[src/shared/ptm_pkg.sv]
// ptm_pkg: register map, field positions and reset values of the paired timer
// assumes: one aligned 32-bit word per register on an ahb-lite slave
package ptm_pkg;

  // ----------------------------------------------------------------------
  // register byte offsets
  // ----------------------------------------------------------------------
  localparam logic [7:0] OFF_LO_CTL = 8'h00;  // lower_timer_control
  localparam logic [7:0] OFF_HI_CTL = 8'h04;  // upper_timer_control
  localparam logic [7:0] OFF_LO_CNT = 8'h08;  // lower_count_word
  localparam logic [7:0] OFF_HI_CNT = 8'h0C;  // upper_count_word
  localparam logic [7:0] OFF_LO_PER = 8'h10;  // lower period word
  localparam logic [7:0] OFF_HI_PER = 8'h14;  // upper period word
  localparam logic [7:0] OFF_STATUS = 8'h18;  // sticky event flags, read clears
  localparam logic [7:0] OFF_MASK   = 8'h1C;  // interrupt mask, same layout

  // ----------------------------------------------------------------------
  // control register fields
  // ----------------------------------------------------------------------
  localparam int BIT_RUN   = 15;  // run_enable
  localparam int BIT_IDLE  = 13;  // idle_halt_select
  localparam int BIT_GATE  = 6;   // gated_accumulate_enable
  localparam int BIT_PS_HI = 5;   // prescale_select msb
  localparam int BIT_PS_LO = 4;   // prescale_select lsb
  localparam int BIT_JOIN  = 3;   // pair_join_select / second_pair_join_select
  localparam int BIT_CSRC  = 1;   // clock_source_select

  // implemented bits; all others read zero
  localparam logic [15:0] LO_CTL_MASK = 16'hA07A;
  localparam logic [15:0] HI_CTL_MASK = 16'hA072;

  // ----------------------------------------------------------------------
  // reset values
  // ----------------------------------------------------------------------
  localparam logic [15:0] CTL_RESET = 16'h0000;
  localparam logic [15:0] CNT_RESET = 16'h0000;
  localparam logic [15:0] PER_RESET = 16'hFFFF;
  localparam logic [1:0]  STS_RESET = 2'h0;

  // status / mask bits
  localparam int STS_LO = 0;
  localparam int STS_HI = 1;

  // ----------------------------------------------------------------------
  // prescale terminal counts: divide by 1, 8, 64, 256
  // ----------------------------------------------------------------------
  localparam logic [7:0] PS_LIM_1   = 8'h00;
  localparam logic [7:0] PS_LIM_8   = 8'h07;
  localparam logic [7:0] PS_LIM_64  = 8'h3F;
  localparam logic [7:0] PS_LIM_256 = 8'hFF;

endpackage : ptm_pkg
[src/hw/ptm_prescale.sv]
// ptm_prescale: input clock prescaler for one 16-bit timer
// assumes: tick_in is a one-cycle qualifier on hclk; clear is a same-clock pulse
`timescale 1ns/1ps
module ptm_prescale (
  // clock and reset
  input  wire logic       hclk,
  input  wire logic       hresetn,
  // control
  input  wire logic [1:0] sel,
  input  wire logic       clear,
  // ticks
  input  wire logic       tick_in,
  output logic            tick_out
);

  logic [7:0] cnt_q;
  logic [7:0] lim;

  // ------------------------------------------------------------------
  // terminal count per ratio
  // ------------------------------------------------------------------
  always_comb begin
    case (sel)
      2'b00:   lim = ptm_pkg::PS_LIM_1;
      2'b01:   lim = ptm_pkg::PS_LIM_8;
      2'b10:   lim = ptm_pkg::PS_LIM_64;
      default: lim = ptm_pkg::PS_LIM_256;
    endcase
  end

  // one output tick per lim+1 input ticks
  assign tick_out = tick_in && !clear && (cnt_q >= lim);

  // ------------------------------------------------------------------
  // prescale counter, cleared by a control write
  // ------------------------------------------------------------------
  always_ff @(posedge hclk or negedge hresetn) begin
    if (!hresetn) begin
      cnt_q <= 8'h00;
    end else if (clear) begin
      cnt_q <= 8'h00;
    end else if (tick_in) begin
      cnt_q <= (cnt_q >= lim) ? 8'h00 : cnt_q + 8'h01;
    end
  end
endmodule : ptm_prescale

[src/hw/ptm_timer_pair.sv]
// ptm_timer_pair: two 16-bit timers that may join into one 32-bit timer
// assumes: ahb-lite single master, hclk is the internal instruction clock,
// idle_mode comes from logic on hclk, the count pins are asynchronous
//
// Notes on behaviour
// lower run bit starts/stops lower timer, or the joined 32-bit timer
// idle-halt bit set stops the timer while the device idles
// gating bit ignored with external clock; otherwise enables gated counting
// prescale codes 00/01/10/11 divide input clock by 1/8/64/256
// join bit set makes lower and upper timers one 32-bit timer
// in 32-bit mode upper control register has no effect
// clock source bit picks pin rising edge, else internal clock
// control write while running resets that timer's prescaler
// only upper timer of the first pair drives the adc trigger
// second pair's join bit sits at same position, same behaviour
// unimplemented control bits read as zero
// in 32-bit mode upper word holds msw, lower word lsw
// 32-bit timer uses lower clock and gate, flags upper interrupt
// 32-bit count matching 32-bit period raises the interrupt
// period match returns count to zero and sets the flag
// gated counting runs while gate high; flag on gate falling edge
//
// The register addresses and the AHB-Lite slave port were chosen for this implementation.
`timescale 1ns/1ps
module ptm_timer_pair #(
  parameter bit FIRST_PAIR = 1'b1
) (
  // clock and reset
  input  wire logic        hclk,
  input  wire logic        hresetn,
  // ahb-lite slave
  input  wire logic        hsel,
  input  wire logic [31:0] haddr,
  input  wire logic [1:0]  htrans,
  input  wire logic        hwrite,
  input  wire logic [2:0]  hsize,
  input  wire logic [31:0] hwdata,
  input  wire logic        hready,
  output logic             hreadyout,
  output logic             hresp,
  output logic [31:0]      hrdata,
  // device state and pins
  input  wire logic        idle_mode,
  input  wire logic        external_count_clock_pin,
  input  wire logic        upper_external_count_clock_pin,
  // events
  output logic             irq,
  output logic             adc_trigger
);

  // ------------------------------------------------------------------
  // state
  // ------------------------------------------------------------------
  logic [15:0] lower_ctl_q, upper_ctl_q;
  logic [15:0] lower_count_word_q, upper_count_word_q;
  logic [15:0] lower_per_q, upper_per_q;
  logic [1:0]  sts_q, sts_d, msk_q, msk_d;
  logic [7:0]  addr_q;
  logic        wr_q, rd_lo_ctl_q, rd_hi_ctl_q;
  logic [31:0] hrdata_q;
  logic        irq_q, adc_q;
  logic [1:0]  pin_s1_q, pin_s2_q, pin_s3_q;

  logic        pair32;
  logic        addr_ph, rd_ph;
  logic [31:0] rd_word;
  logic        wr_lo_ctl, wr_hi_ctl, wr_lo_cnt, wr_hi_cnt;
  logic [15:0] ctl   [2];
  logic [1:0]  run, gated, rise, fall, src, clr, tick, gate_evt;
  logic        match_lo, match_hi, match_32, mat0, mat1;
  logic [1:0]  evt;

  assign pair32 = lower_ctl_q[ptm_pkg::BIT_JOIN];
  assign ctl[0] = lower_ctl_q;
  assign ctl[1] = upper_ctl_q;

  // ------------------------------------------------------------------
  // bus decode
  // ------------------------------------------------------------------
  assign addr_ph   = hsel && hready && htrans[1];
  assign rd_ph     = addr_ph && !hwrite;
  assign wr_lo_ctl = wr_q && addr_q == ptm_pkg::OFF_LO_CTL;
  assign wr_hi_ctl = wr_q && addr_q == ptm_pkg::OFF_HI_CTL;
  assign wr_lo_cnt = wr_q && addr_q == ptm_pkg::OFF_LO_CNT;
  assign wr_hi_cnt = wr_q && addr_q == ptm_pkg::OFF_HI_CNT;

  // read data, picked in the address phase so it leaves a flop
  always_comb begin
    case (haddr[7:0])
      ptm_pkg::OFF_LO_CTL: rd_word = {16'h0000, lower_ctl_q & ptm_pkg::LO_CTL_MASK};
      ptm_pkg::OFF_HI_CTL: rd_word = {16'h0000, upper_ctl_q & ptm_pkg::HI_CTL_MASK};
      ptm_pkg::OFF_LO_CNT: rd_word = {16'h0000, lower_count_word_q};
      ptm_pkg::OFF_HI_CNT: rd_word = {16'h0000, upper_count_word_q};
      ptm_pkg::OFF_LO_PER: rd_word = {16'h0000, lower_per_q};
      ptm_pkg::OFF_HI_PER: rd_word = {16'h0000, upper_per_q};
      ptm_pkg::OFF_STATUS: rd_word = {30'h0000_0000, sts_q};
      ptm_pkg::OFF_MASK:   rd_word = {30'h0000_0000, msk_q};
      default:             rd_word = 32'h0000_0000;
    endcase
  end

  // address phase capture and read data register
  always_ff @(posedge hclk or negedge hresetn) begin
    if (!hresetn) begin
      addr_q      <= 8'h00;
      wr_q        <= 1'b0;
      rd_lo_ctl_q <= 1'b0;
      rd_hi_ctl_q <= 1'b0;
      hrdata_q    <= 32'h0000_0000;
    end else begin
      addr_q      <= haddr[7:0];
      wr_q        <= addr_ph && hwrite;
      rd_lo_ctl_q <= rd_ph && haddr[7:0] == ptm_pkg::OFF_LO_CTL;
      rd_hi_ctl_q <= rd_ph && haddr[7:0] == ptm_pkg::OFF_HI_CTL;
      if (rd_ph) begin
        hrdata_q <= rd_word;
      end
    end
  end

  assign hreadyout = 1'b1;  // zero wait states
  assign hresp     = 1'b0;  // always okay
  assign hrdata    = hrdata_q;

  // ------------------------------------------------------------------
  // control, period and mask registers
  // ------------------------------------------------------------------
  always_ff @(posedge hclk or negedge hresetn) begin
    if (!hresetn) begin
      lower_ctl_q <= ptm_pkg::CTL_RESET;
      upper_ctl_q <= ptm_pkg::CTL_RESET;
      lower_per_q <= ptm_pkg::PER_RESET;
      upper_per_q <= ptm_pkg::PER_RESET;
      msk_q       <= ptm_pkg::STS_RESET;
    end else if (wr_q) begin
      case (addr_q)
        ptm_pkg::OFF_LO_CTL: lower_ctl_q <= hwdata[15:0] & ptm_pkg::LO_CTL_MASK;
        ptm_pkg::OFF_HI_CTL: upper_ctl_q <= hwdata[15:0] & ptm_pkg::HI_CTL_MASK;
        ptm_pkg::OFF_LO_PER: lower_per_q <= hwdata[15:0];
        ptm_pkg::OFF_HI_PER: upper_per_q <= hwdata[15:0];
        ptm_pkg::OFF_MASK:   msk_q       <= hwdata[1:0];
        default: ;
      endcase
    end
  end

  // ------------------------------------------------------------------
  // pin synchronisers: s1 feeds s2 only, s3 is the edge history
  // ------------------------------------------------------------------
  always_ff @(posedge hclk or negedge hresetn) begin
    if (!hresetn) begin
      pin_s1_q <= 2'b00;
      pin_s2_q <= 2'b00;
      pin_s3_q <= 2'b00;
    end else begin
      pin_s1_q <= {upper_external_count_clock_pin, external_count_clock_pin};
      pin_s2_q <= pin_s1_q;
      pin_s3_q <= pin_s2_q;
    end
  end

  // ------------------------------------------------------------------
  // per-timer clocking: source, gate, idle, prescale
  // ------------------------------------------------------------------
  for (genvar i = 0; i < 2; i++) begin : g_tmr
    logic joined_off;
    assign joined_off = (i == 1) && pair32;  // upper control ignored when joined
    assign rise[i]  = pin_s2_q[i] && !pin_s3_q[i];
    assign fall[i]  = !pin_s2_q[i] && pin_s3_q[i];
    assign gated[i] = !ctl[i][ptm_pkg::BIT_CSRC] && ctl[i][ptm_pkg::BIT_GATE];
    // run bit, halted in idle when asked
    assign run[i] = ctl[i][ptm_pkg::BIT_RUN] && !joined_off
                    && !(ctl[i][ptm_pkg::BIT_IDLE] && idle_mode);
    // pin rising edge, gate level, or internal clock
    assign src[i] = ctl[i][ptm_pkg::BIT_CSRC] ? rise[i] : (gated[i] ? pin_s2_q[i] : 1'b1);
    assign gate_evt[i] = run[i] && gated[i] && fall[i];
    // every control write clears, so no stale count outlives a ratio change
    assign clr[i] = (i == 0) ? wr_lo_ctl : wr_hi_ctl;
    ptm_prescale u_ps (
      .hclk     (hclk),
      .hresetn  (hresetn),
      .sel      (ctl[i][ptm_pkg::BIT_PS_HI:ptm_pkg::BIT_PS_LO]),
      .clear    (clr[i]),
      .tick_in  (run[i] && src[i]),
      .tick_out (tick[i])
    );
  end

  // ------------------------------------------------------------------
  // period compare
  // ------------------------------------------------------------------
  assign match_lo = lower_count_word_q == lower_per_q;
  assign match_hi = upper_count_word_q == upper_per_q;
  assign match_32 = match_lo && match_hi;
  assign mat0     = !pair32 && tick[0] && match_lo;
  assign mat1     = pair32 ? (tick[0] && match_32) : (tick[1] && match_hi);
  assign evt[0]   = mat0 || (!pair32 && gate_evt[0]);
  assign evt[1]   = mat1 || (pair32 ? gate_evt[0] : gate_evt[1]);

  // ------------------------------------------------------------------
  // lower count word: lsw in 32-bit mode
  // ------------------------------------------------------------------
  always_ff @(posedge hclk or negedge hresetn) begin
    if (!hresetn) begin
      lower_count_word_q <= ptm_pkg::CNT_RESET;
    end else if (wr_lo_cnt) begin
      lower_count_word_q <= hwdata[15:0];
    end else if (tick[0]) begin
      if (pair32 ? match_32 : match_lo) begin
        lower_count_word_q <= ptm_pkg::CNT_RESET;
      end else begin
        lower_count_word_q <= lower_count_word_q + 16'h0001;
      end
    end
  end

  // ------------------------------------------------------------------
  // upper count word: msw in 32-bit mode, carried from lower
  // ------------------------------------------------------------------
  always_ff @(posedge hclk or negedge hresetn) begin
    if (!hresetn) begin
      upper_count_word_q <= ptm_pkg::CNT_RESET;
    end else if (wr_hi_cnt) begin
      upper_count_word_q <= hwdata[15:0];
    end else if (pair32) begin
      if (tick[0] && match_32) begin
        upper_count_word_q <= ptm_pkg::CNT_RESET;
      end else if (tick[0] && lower_count_word_q == 16'hFFFF) begin
        upper_count_word_q <= upper_count_word_q + 16'h0001;
      end
    end else if (tick[1]) begin
      if (match_hi) begin
        upper_count_word_q <= ptm_pkg::CNT_RESET;
      end else begin
        upper_count_word_q <= upper_count_word_q + 16'h0001;
      end
    end
  end

  // ------------------------------------------------------------------
  // sticky status, read clears, a new event wins over the clear
  // ------------------------------------------------------------------
  always_comb begin
    sts_d = sts_q;
    if (rd_ph && haddr[7:0] == ptm_pkg::OFF_STATUS) begin
      sts_d = 2'b00;
    end
    sts_d = sts_d | evt;
  end

  always_ff @(posedge hclk or negedge hresetn) begin
    if (!hresetn) begin
      sts_q <= ptm_pkg::STS_RESET;
    end else begin
      sts_q <= sts_d;
    end
  end

  // mask after this edge, so irq follows a mask write without a lag
  assign msk_d = (wr_q && addr_q == ptm_pkg::OFF_MASK) ? hwdata[1:0] : msk_q;

  // interrupt level and adc trigger pulse
  always_ff @(posedge hclk or negedge hresetn) begin
    if (!hresetn) begin
      irq_q <= 1'b0;
      adc_q <= 1'b0;
    end else begin
      irq_q <= |(sts_d & msk_d);
      adc_q <= FIRST_PAIR && mat1;
    end
  end

  assign irq         = irq_q;
  assign adc_trigger = adc_q;
endmodule : ptm_timer_pair

[config.mk]
export PLATFORM = sky130hd
export DESIGN_NAME = ptm_timer_pair
export DESIGN_NICKNAME = d
export VERILOG_FILES = /design/src/shared/ptm_pkg.sv /design/src/hw/ptm_prescale.sv /design/src/hw/ptm_timer_pair.sv
export SDC_FILE = /design/constraint.sdc
export NUM_CORES = 1
export LEC_CHECK = 0
export BUFFER_PORTS_ARGS = -buffer_cell sky130_fd_sc_hd__clkbuf_2
export CAP_MARGIN = 20
export CORE_UTILIZATION = 40
export CTS_CLUSTER_SIZE = 24
export DETAILED_ROUTE_END_ITERATION = 16
export PLACE_DENSITY = 0.62
export SYNTH_ARGS = -nofsm -noshare
export SYNTH_HDL_FRONTEND = slang
export SYNTH_HIERARCHICAL = 1
export SYNTH_SLANG_ARGS = --single-unit
[constraint.sdc]
create_clock -name hclk -period 2.8 [get_ports hclk]
set_input_delay 0.42 -clock hclk [delete_from_list [all_inputs] [get_ports hclk]]
set_output_delay 0.42 -clock hclk [all_outputs]
set_load 0.02 [all_outputs]
After elaboration in Yosys (flattened, before gate mapping)
Cells that the tools add are included.
{ "classes": {"add_sub_neg": 4, "n_lt_le_gt_ge": 2, "eq_ne": 21, "n_mux": 27, "n_bitwise": 2, "n_reduce_logical": 67} }
{ "op_table": {"columns": ["cell", "count"], "rows": [
  ["$mux 16", 9],
  ["$pmux 16 s8", 1],
  ["$eq 8x5->1 const B", 7],
  ["$mux 8", 6],
  ["$pmux 8 s3", 2],
  ["$logic_and 1x1->1", 38],
  ["$add 16x1->16 const B", 2],
  ["$eq 16x16->1", 2],
  ["$eq 8x4->1 const B", 4],
  ["$add 8x1->8 const B", 2],
  ["$eq 16x16->1 const B", 1],
  ["$eq 8x3->1 const B", 2],
  ["$ge 8x8->1", 2],
  ["$logic_not 8->1", 2],
  ["$logic_not 1->1", 12],
  ["$reduce_and 2->1", 6],
  ["$mux 1", 7],
  ["$reduce_bool 2->1", 3],
  ["$eq 2x1->1 const B", 2],
  ["$eq 2x2->1 const B", 2],
  ["$logic_not 2->1", 2],
  ["$mux 2", 2],
  ["$ne 4x1->1 const B", 1],
  ["$reduce_bool 3->1", 1],
  ["4 further kinds", 5]
]} }
{ "totals": {"regBits": 146, "inputBits": 77, "elab_cells": 141} }

Longest topological paths before layout
{ "logic_depth": {"word_depth": 13, "mapped_depth": 13, "mapped_depth_nobuf": 12} }

Hierarchy
The synthesis kept the hierarchy.
{ "by_module_without_submodules": {"columns": ["module", "instances", "cells_each", "area_each_um2", "seq_area_each_um2"], "rows": [
  ["ptm_timer_pair", 1, 603, 6165.9, 2892.8],
  ["ptm_prescale", 2, 61, 553.0, 200.2]
]} }

Least setup slack after synthesis
OpenSTA, ideal clock, no wires.
{ "synth_path": {"path_kind": "register -> register", "start": "register lower_ctl_q[5]", "end": "register upper_count_word_q[13]", "setup_ps": 64, "arrival_ps": 2845, "required_ps": 2736, "setup_slack_ps": -109, "stages_incl_launch_ff": 13, "n_path_buf": 0, "synth_period_minus_slack_ps": 2909, "cell_sequence": "dfrtp_1 > or2_1 > inv_1 > ha_1 > o21ai_0 > a221oi_2 > o21ai_2 > a211oi_1 > nand4_1 > o31a_1 > or4_1 > a21oi_1 > a21o_1"} }
{ "synth_between": {"elab_chain_cells": 8, "word_cells_on_any_way": 13, "classes_between": "order compare: 1; eq/ne: 3; mux: 4; reduce/logical: 5"} }
{ "synth_lines": {"columns": ["element", "line_no", "source"], "rows": [
  ["from (decl)", "ptm_timer_pair.sv:54", "logic [15:0] lower_ctl_q, upper_ctl_q;"],
  ["from (signal assigned)", "ptm_timer_pair.sv:130", "lower_ctl_q <= ptm_pkg::CTL_RESET;"],
  ["from (signal assigned)", "ptm_timer_pair.sv:137", "ptm_pkg::OFF_LO_CTL: lower_ctl_q <= hwdata[15:0] & ptm_pkg::LO_CTL_MASK;"],
  ["$eq 2x2->1, or another cell as far along", "ptm_prescale.sv:23", "case (sel)"],
  ["$pmux 8 s3 (*)", "ptm_prescale.sv:23", null],
  ["$ge 8x8->1 (*)", "ptm_prescale.sv:32", "assign tick_out = tick_in && !clear && (cnt_q >= lim);"],
  ["$logic_and 1x1->1 (*)", "ptm_prescale.sv:32", null],
  ["net tick[0]", "ptm_timer_pair.sv:69", "logic [1:0] run, gated, rise, fall, src, clr, tick, gate_evt;"],
  ["$logic_and 1x1->1", "ptm_timer_pair.sv:226", "if (tick[0] && match_32) begin"],
  ["$mux 16", "ptm_timer_pair.sv:226", null],
  ["$mux 16", "ptm_timer_pair.sv:225", "end else if (pair32) begin"],
  ["$mux 16", "ptm_timer_pair.sv:223", "end else if (wr_hi_cnt) begin"],
  ["to (signal assigned)", "ptm_timer_pair.sv:222", "upper_count_word_q <= ptm_pkg::CNT_RESET;"],
  ["to (signal assigned)", "ptm_timer_pair.sv:224", "upper_count_word_q <= hwdata[15:0];"],
  ["to (signal assigned)", "ptm_timer_pair.sv:227", "upper_count_word_q <= ptm_pkg::CNT_RESET;"],
  ["to (decl)", "ptm_timer_pair.sv:55", "logic [15:0] lower_count_word_q, upper_count_word_q;"]
]} }
The timed path passes the listed nets; every way through them passes the cells marked *.
A chain may end at the register's enable or synchronous reset.

Worst setup path after layout
Same ends and word-level chain as after synthesis.

==> impl_metrics.csv <==
group,metric,value,unit
hold_path,hp-start,"external_count_clock_pin",
floorplan,coreArea,0.0175,mm^2
final_layout,synthToLayoutAreaGrowth,25.4,%
pwr,switchingPower,1.07,mW
pwr,clkPwrFrac,48.7,%
pwr,switching_share,23.3,%
final_layout,fillerInstances,1593,
clock_tree,cts.htree.levels,4,
outcome,status,"finished, violations left",
sta,tns,-0.412,ns
setup_path,reg2reg_setup_slack,-0.11,ns
logic_synthesis,synthTopCellsByArea,"dfrtp_1 (34%), dfstp_2 (12%), mux2_2 (6.2%)",
sta,holdWs,0.100,ns
sta,slew_headroom,63.9,%
sta,maxSlewViolCount,0,
pwr,ir_drop,0.433,mV
place,dp_slack,-0.201,ns
final_layout,layout-drive-gt1-share,34.7,%
sta,fin_skew,0.0106,ns
final_layout,fin_util,52.0,%
pwr,seq_power_share,44.1,%
logic_synthesis,ys_async_sr_fraction,100,%
sta,setup_violations,9,
logic_synthesis,synthCells,725,
logic_synthesis,yosys.area.top_type,"dfrtp_1",
final_layout,fin_nets,944,
global_routing,track_usage,23.5,%
logic_synthesis,avgSynthCellArea,10.0,um^2
place,port_buffers,50,
setup_path,endpoint_kind,"register",
logic_synthesis,yosys_register_bits,130,
global_routing,overflow,0,
drt,ant_nets,0,
floorplan,pin_count,113,
global_routing,antenna_found_initial,0,
floorplan,die_h,137,um
floorplan,initial_core_util,41.5,%
hold_path,hp-class,"input port to register",
drt,firstDrtPassIters,5,
sta,rsz0062_at_grt,"yes",
logic_synthesis,synthesis.area,0.00727,mm^2
clock_tree,clockRootBuffer,"clkbuf_16",
global_routing,grt_pass1_vias,5861,
sta,hold_viol,0,
setup_path,worstPathArrival,3.27,ns
place,dpl.hpwl,15000,um
global_routing,grt_max_degree,65,
pwr,p_leak,4.05,nW
drt,wl,20700,um
pwr,p_per_area,502,mW/mm^2
logic_synthesis,yosysWarnings,6,
logic_synthesis,synth_flop_cell,"dfrtp_1",
final_layout,final_common_cell,"dfrtp_1",
clock_tree,insertion_delay,0.42,ns
setup_path,start_kind,"register",
logic_synthesis,synth.top_cell.area_share,33.7,%
place,gp_congestion,0.872,
drt,drtIter0Drc,351,
clock_tree,cts_buffers,17,
setup_path,required,3.16,ns
clock_tree,clk_path_buf_depth,2,
final_layout,finish.instance_area,0.00912,mm^2
outcome,violations,"negative setup slack",
logic_synthesis,ys_seq_area_share,45.3,%
sta,period_share,104,%
clock_tree,cts.clk_slew.worst_paths,0.06,ns
drt,vias,6106,
drt,vias_per_cell,5.58,
setup_path,crit_fanout,4,
drt,wl_per_cell,18.9,um
setup_path,crit_type,"register to register",
logic_synthesis,yosys.cell_types.count,70,
floorplan,fp-row-count,48,
pwr,comb_power_share,7.2,%
clock_tree,cts_tree,"done",
drt,drc_errors,0,
logic_synthesis,synth_edf_count,0,
setup_path,r2r-start,"lower_ctl_q[5]",
place,post_dp_cell_area,0.00819,mm^2
final_layout,antennaDiodeCount,0,
setup_path,cp-startpoint,"lower_ctl_q[5]",
sta,fin_crit,2.91,ns
run,maxCapViolCount,0,
sta,layout_setup_ws,-0.112,ns
floorplan,die_area,0.0187,mm^2
sta,worst_slew_pin_slew,0.539,ns
final_layout,final_cell_mix,"dfrtp_1 (97), nand2_1 (95), buf_4 (83)",
sta,fmax,343,MHz
floorplan,die_x,137,um
clock_tree,clock_sinks,130,
pwr,p_int,3.52,mW
global_routing,grt_first_pass_wirelength,32600,um
==> through the flow <==
stage | power [mW] | instances
floorplan | 2.23 | 741
global placement | 2.37 | 1044
detailed placement | 2.38 | 1044
CTS | 4.62 | 1081
global route | 4.74 | 1095
finish | 4.58 | 1095
==> layer usage <==
metal	track usage [%]	vias up	wire [um]
li1	-	2866	-
met1	32.4	3002	9340
met2	36.7	208	9670
met3	4.70	30	1240
met4	8.55	0	456
met5	0	-	0
==> critical path, cell delays in order, from the launching register on <==
cell      delay, ns
dfrtp_2        0.42
or2_1          0.22
inv_1          0.06
ha_2           0.17
o21ai_2        0.06
a221oi_2       0.26
o21ai_2        0.10
a211oi_2       0.19
buf_4          0.16
nand4_1        0.14
o31a_1         0.34
or4_1          0.44
a21oi_2        0.16
a21o_1         0.11
==> power by group through the flow <==
stage	Sequential [mW]	Combinational, mW	Clock [mW]
finish	2.02	0.330	2.23
global route	2.03	0.368	2.35
CTS	2.02	0.331	2.27
detailed placement	2.05	0.327	0
global placement	2.05	0.323	0
floorplan	2.04	0.187	0
==> timing repair <==
item                                    CTS  global route
pin swaps                                 8            23
gates cloned                              0             1
setup buffers                             4            13
hold buffers                              1             0
endpoints found under the hold margin    44             0
endpoints found under the setup margin   24            28
gates resized for setup                  19            28
==> kinds of logic (layout without fill, tap and decap cells) <==
group                    after synthesis  after routing  share of synthesized area (%)
AND/OR/NAND/NOR                      257            257                           18.7
adder cells (fa/ha/maj)               10             10                           1.72
XOR/XNOR                              51             51                           6.14
flip-flops                           130            130                           45.3
AO/OA/AOI/OAI                        164            164                           16.2
other                                  2             18                          0.103
multiplexers                          44             44                           6.92
buffers and inverters                 67            196                           4.92
==> layout make-up <==
class / count / area [um^2] / share of cell area, %
Clock buffer: 27 / 514 / 5.64
Clock inverter: 5 / 75.1 / 0.823
Inverter: 19 / 71.3 / 0.782
Multi-Input combinational cell: 544 / 3830 / 42.0
Sequential cell: 130 / 3290 / 36.1
Tap cell: 225 / 282 / 3.09
Timing Repair Buffer: 145 / 1060 / 11.6
==> state kept, by name, indices dropped and copies added, names as in the netlist <==
name                cells
upper_count_word_q     16
pin_s1_q                2
msk_q                   2
addr_q                  8
upper_per_q            16
lower_per_q            16
upper_ctl_q             6
g_tmr.u_ps/cnt_q       16
pin_s3_q                2
wr_q                    1
sts_q                   2
adc_trigger             1
irq                     1
lower_count_word_q     16
pin_s2_q                2
lower_ctl_q             7
hrdata                 16
==> cells in the mapped netlist (all sizes together), types with 7 or more instances <==
library cell   n
dfrtp         98
nand2         96
nor2          52
o21ai         44
xor2          44
mux2          40
buf           34
dfstp         32
a21oi         26
a221oi        18
inv           18
nand4         18
a22oi         15
clkbuf        14
nor4          14
o31ai         13
nor3          11
a22o          10
ha            10
nand3         10
and3           9
nor2b          9
xnor2          7
==> path summary, 6_finish.rpt <==
kind	to	cells after the start
worst min register to register	pin_s2_q[0]	0
min in group asynchronous	g_tmr[1].u_ps/cnt_q[7]	2
worst max register to register	upper_count_word_q[13]	13
worst min-delay path	pin_s1_q[0]	1
worst max-delay path	upper_count_word_q[13]	13
max in group asynchronous	lower_per_q[7]	3
Power figures use the tool's default switching activity.
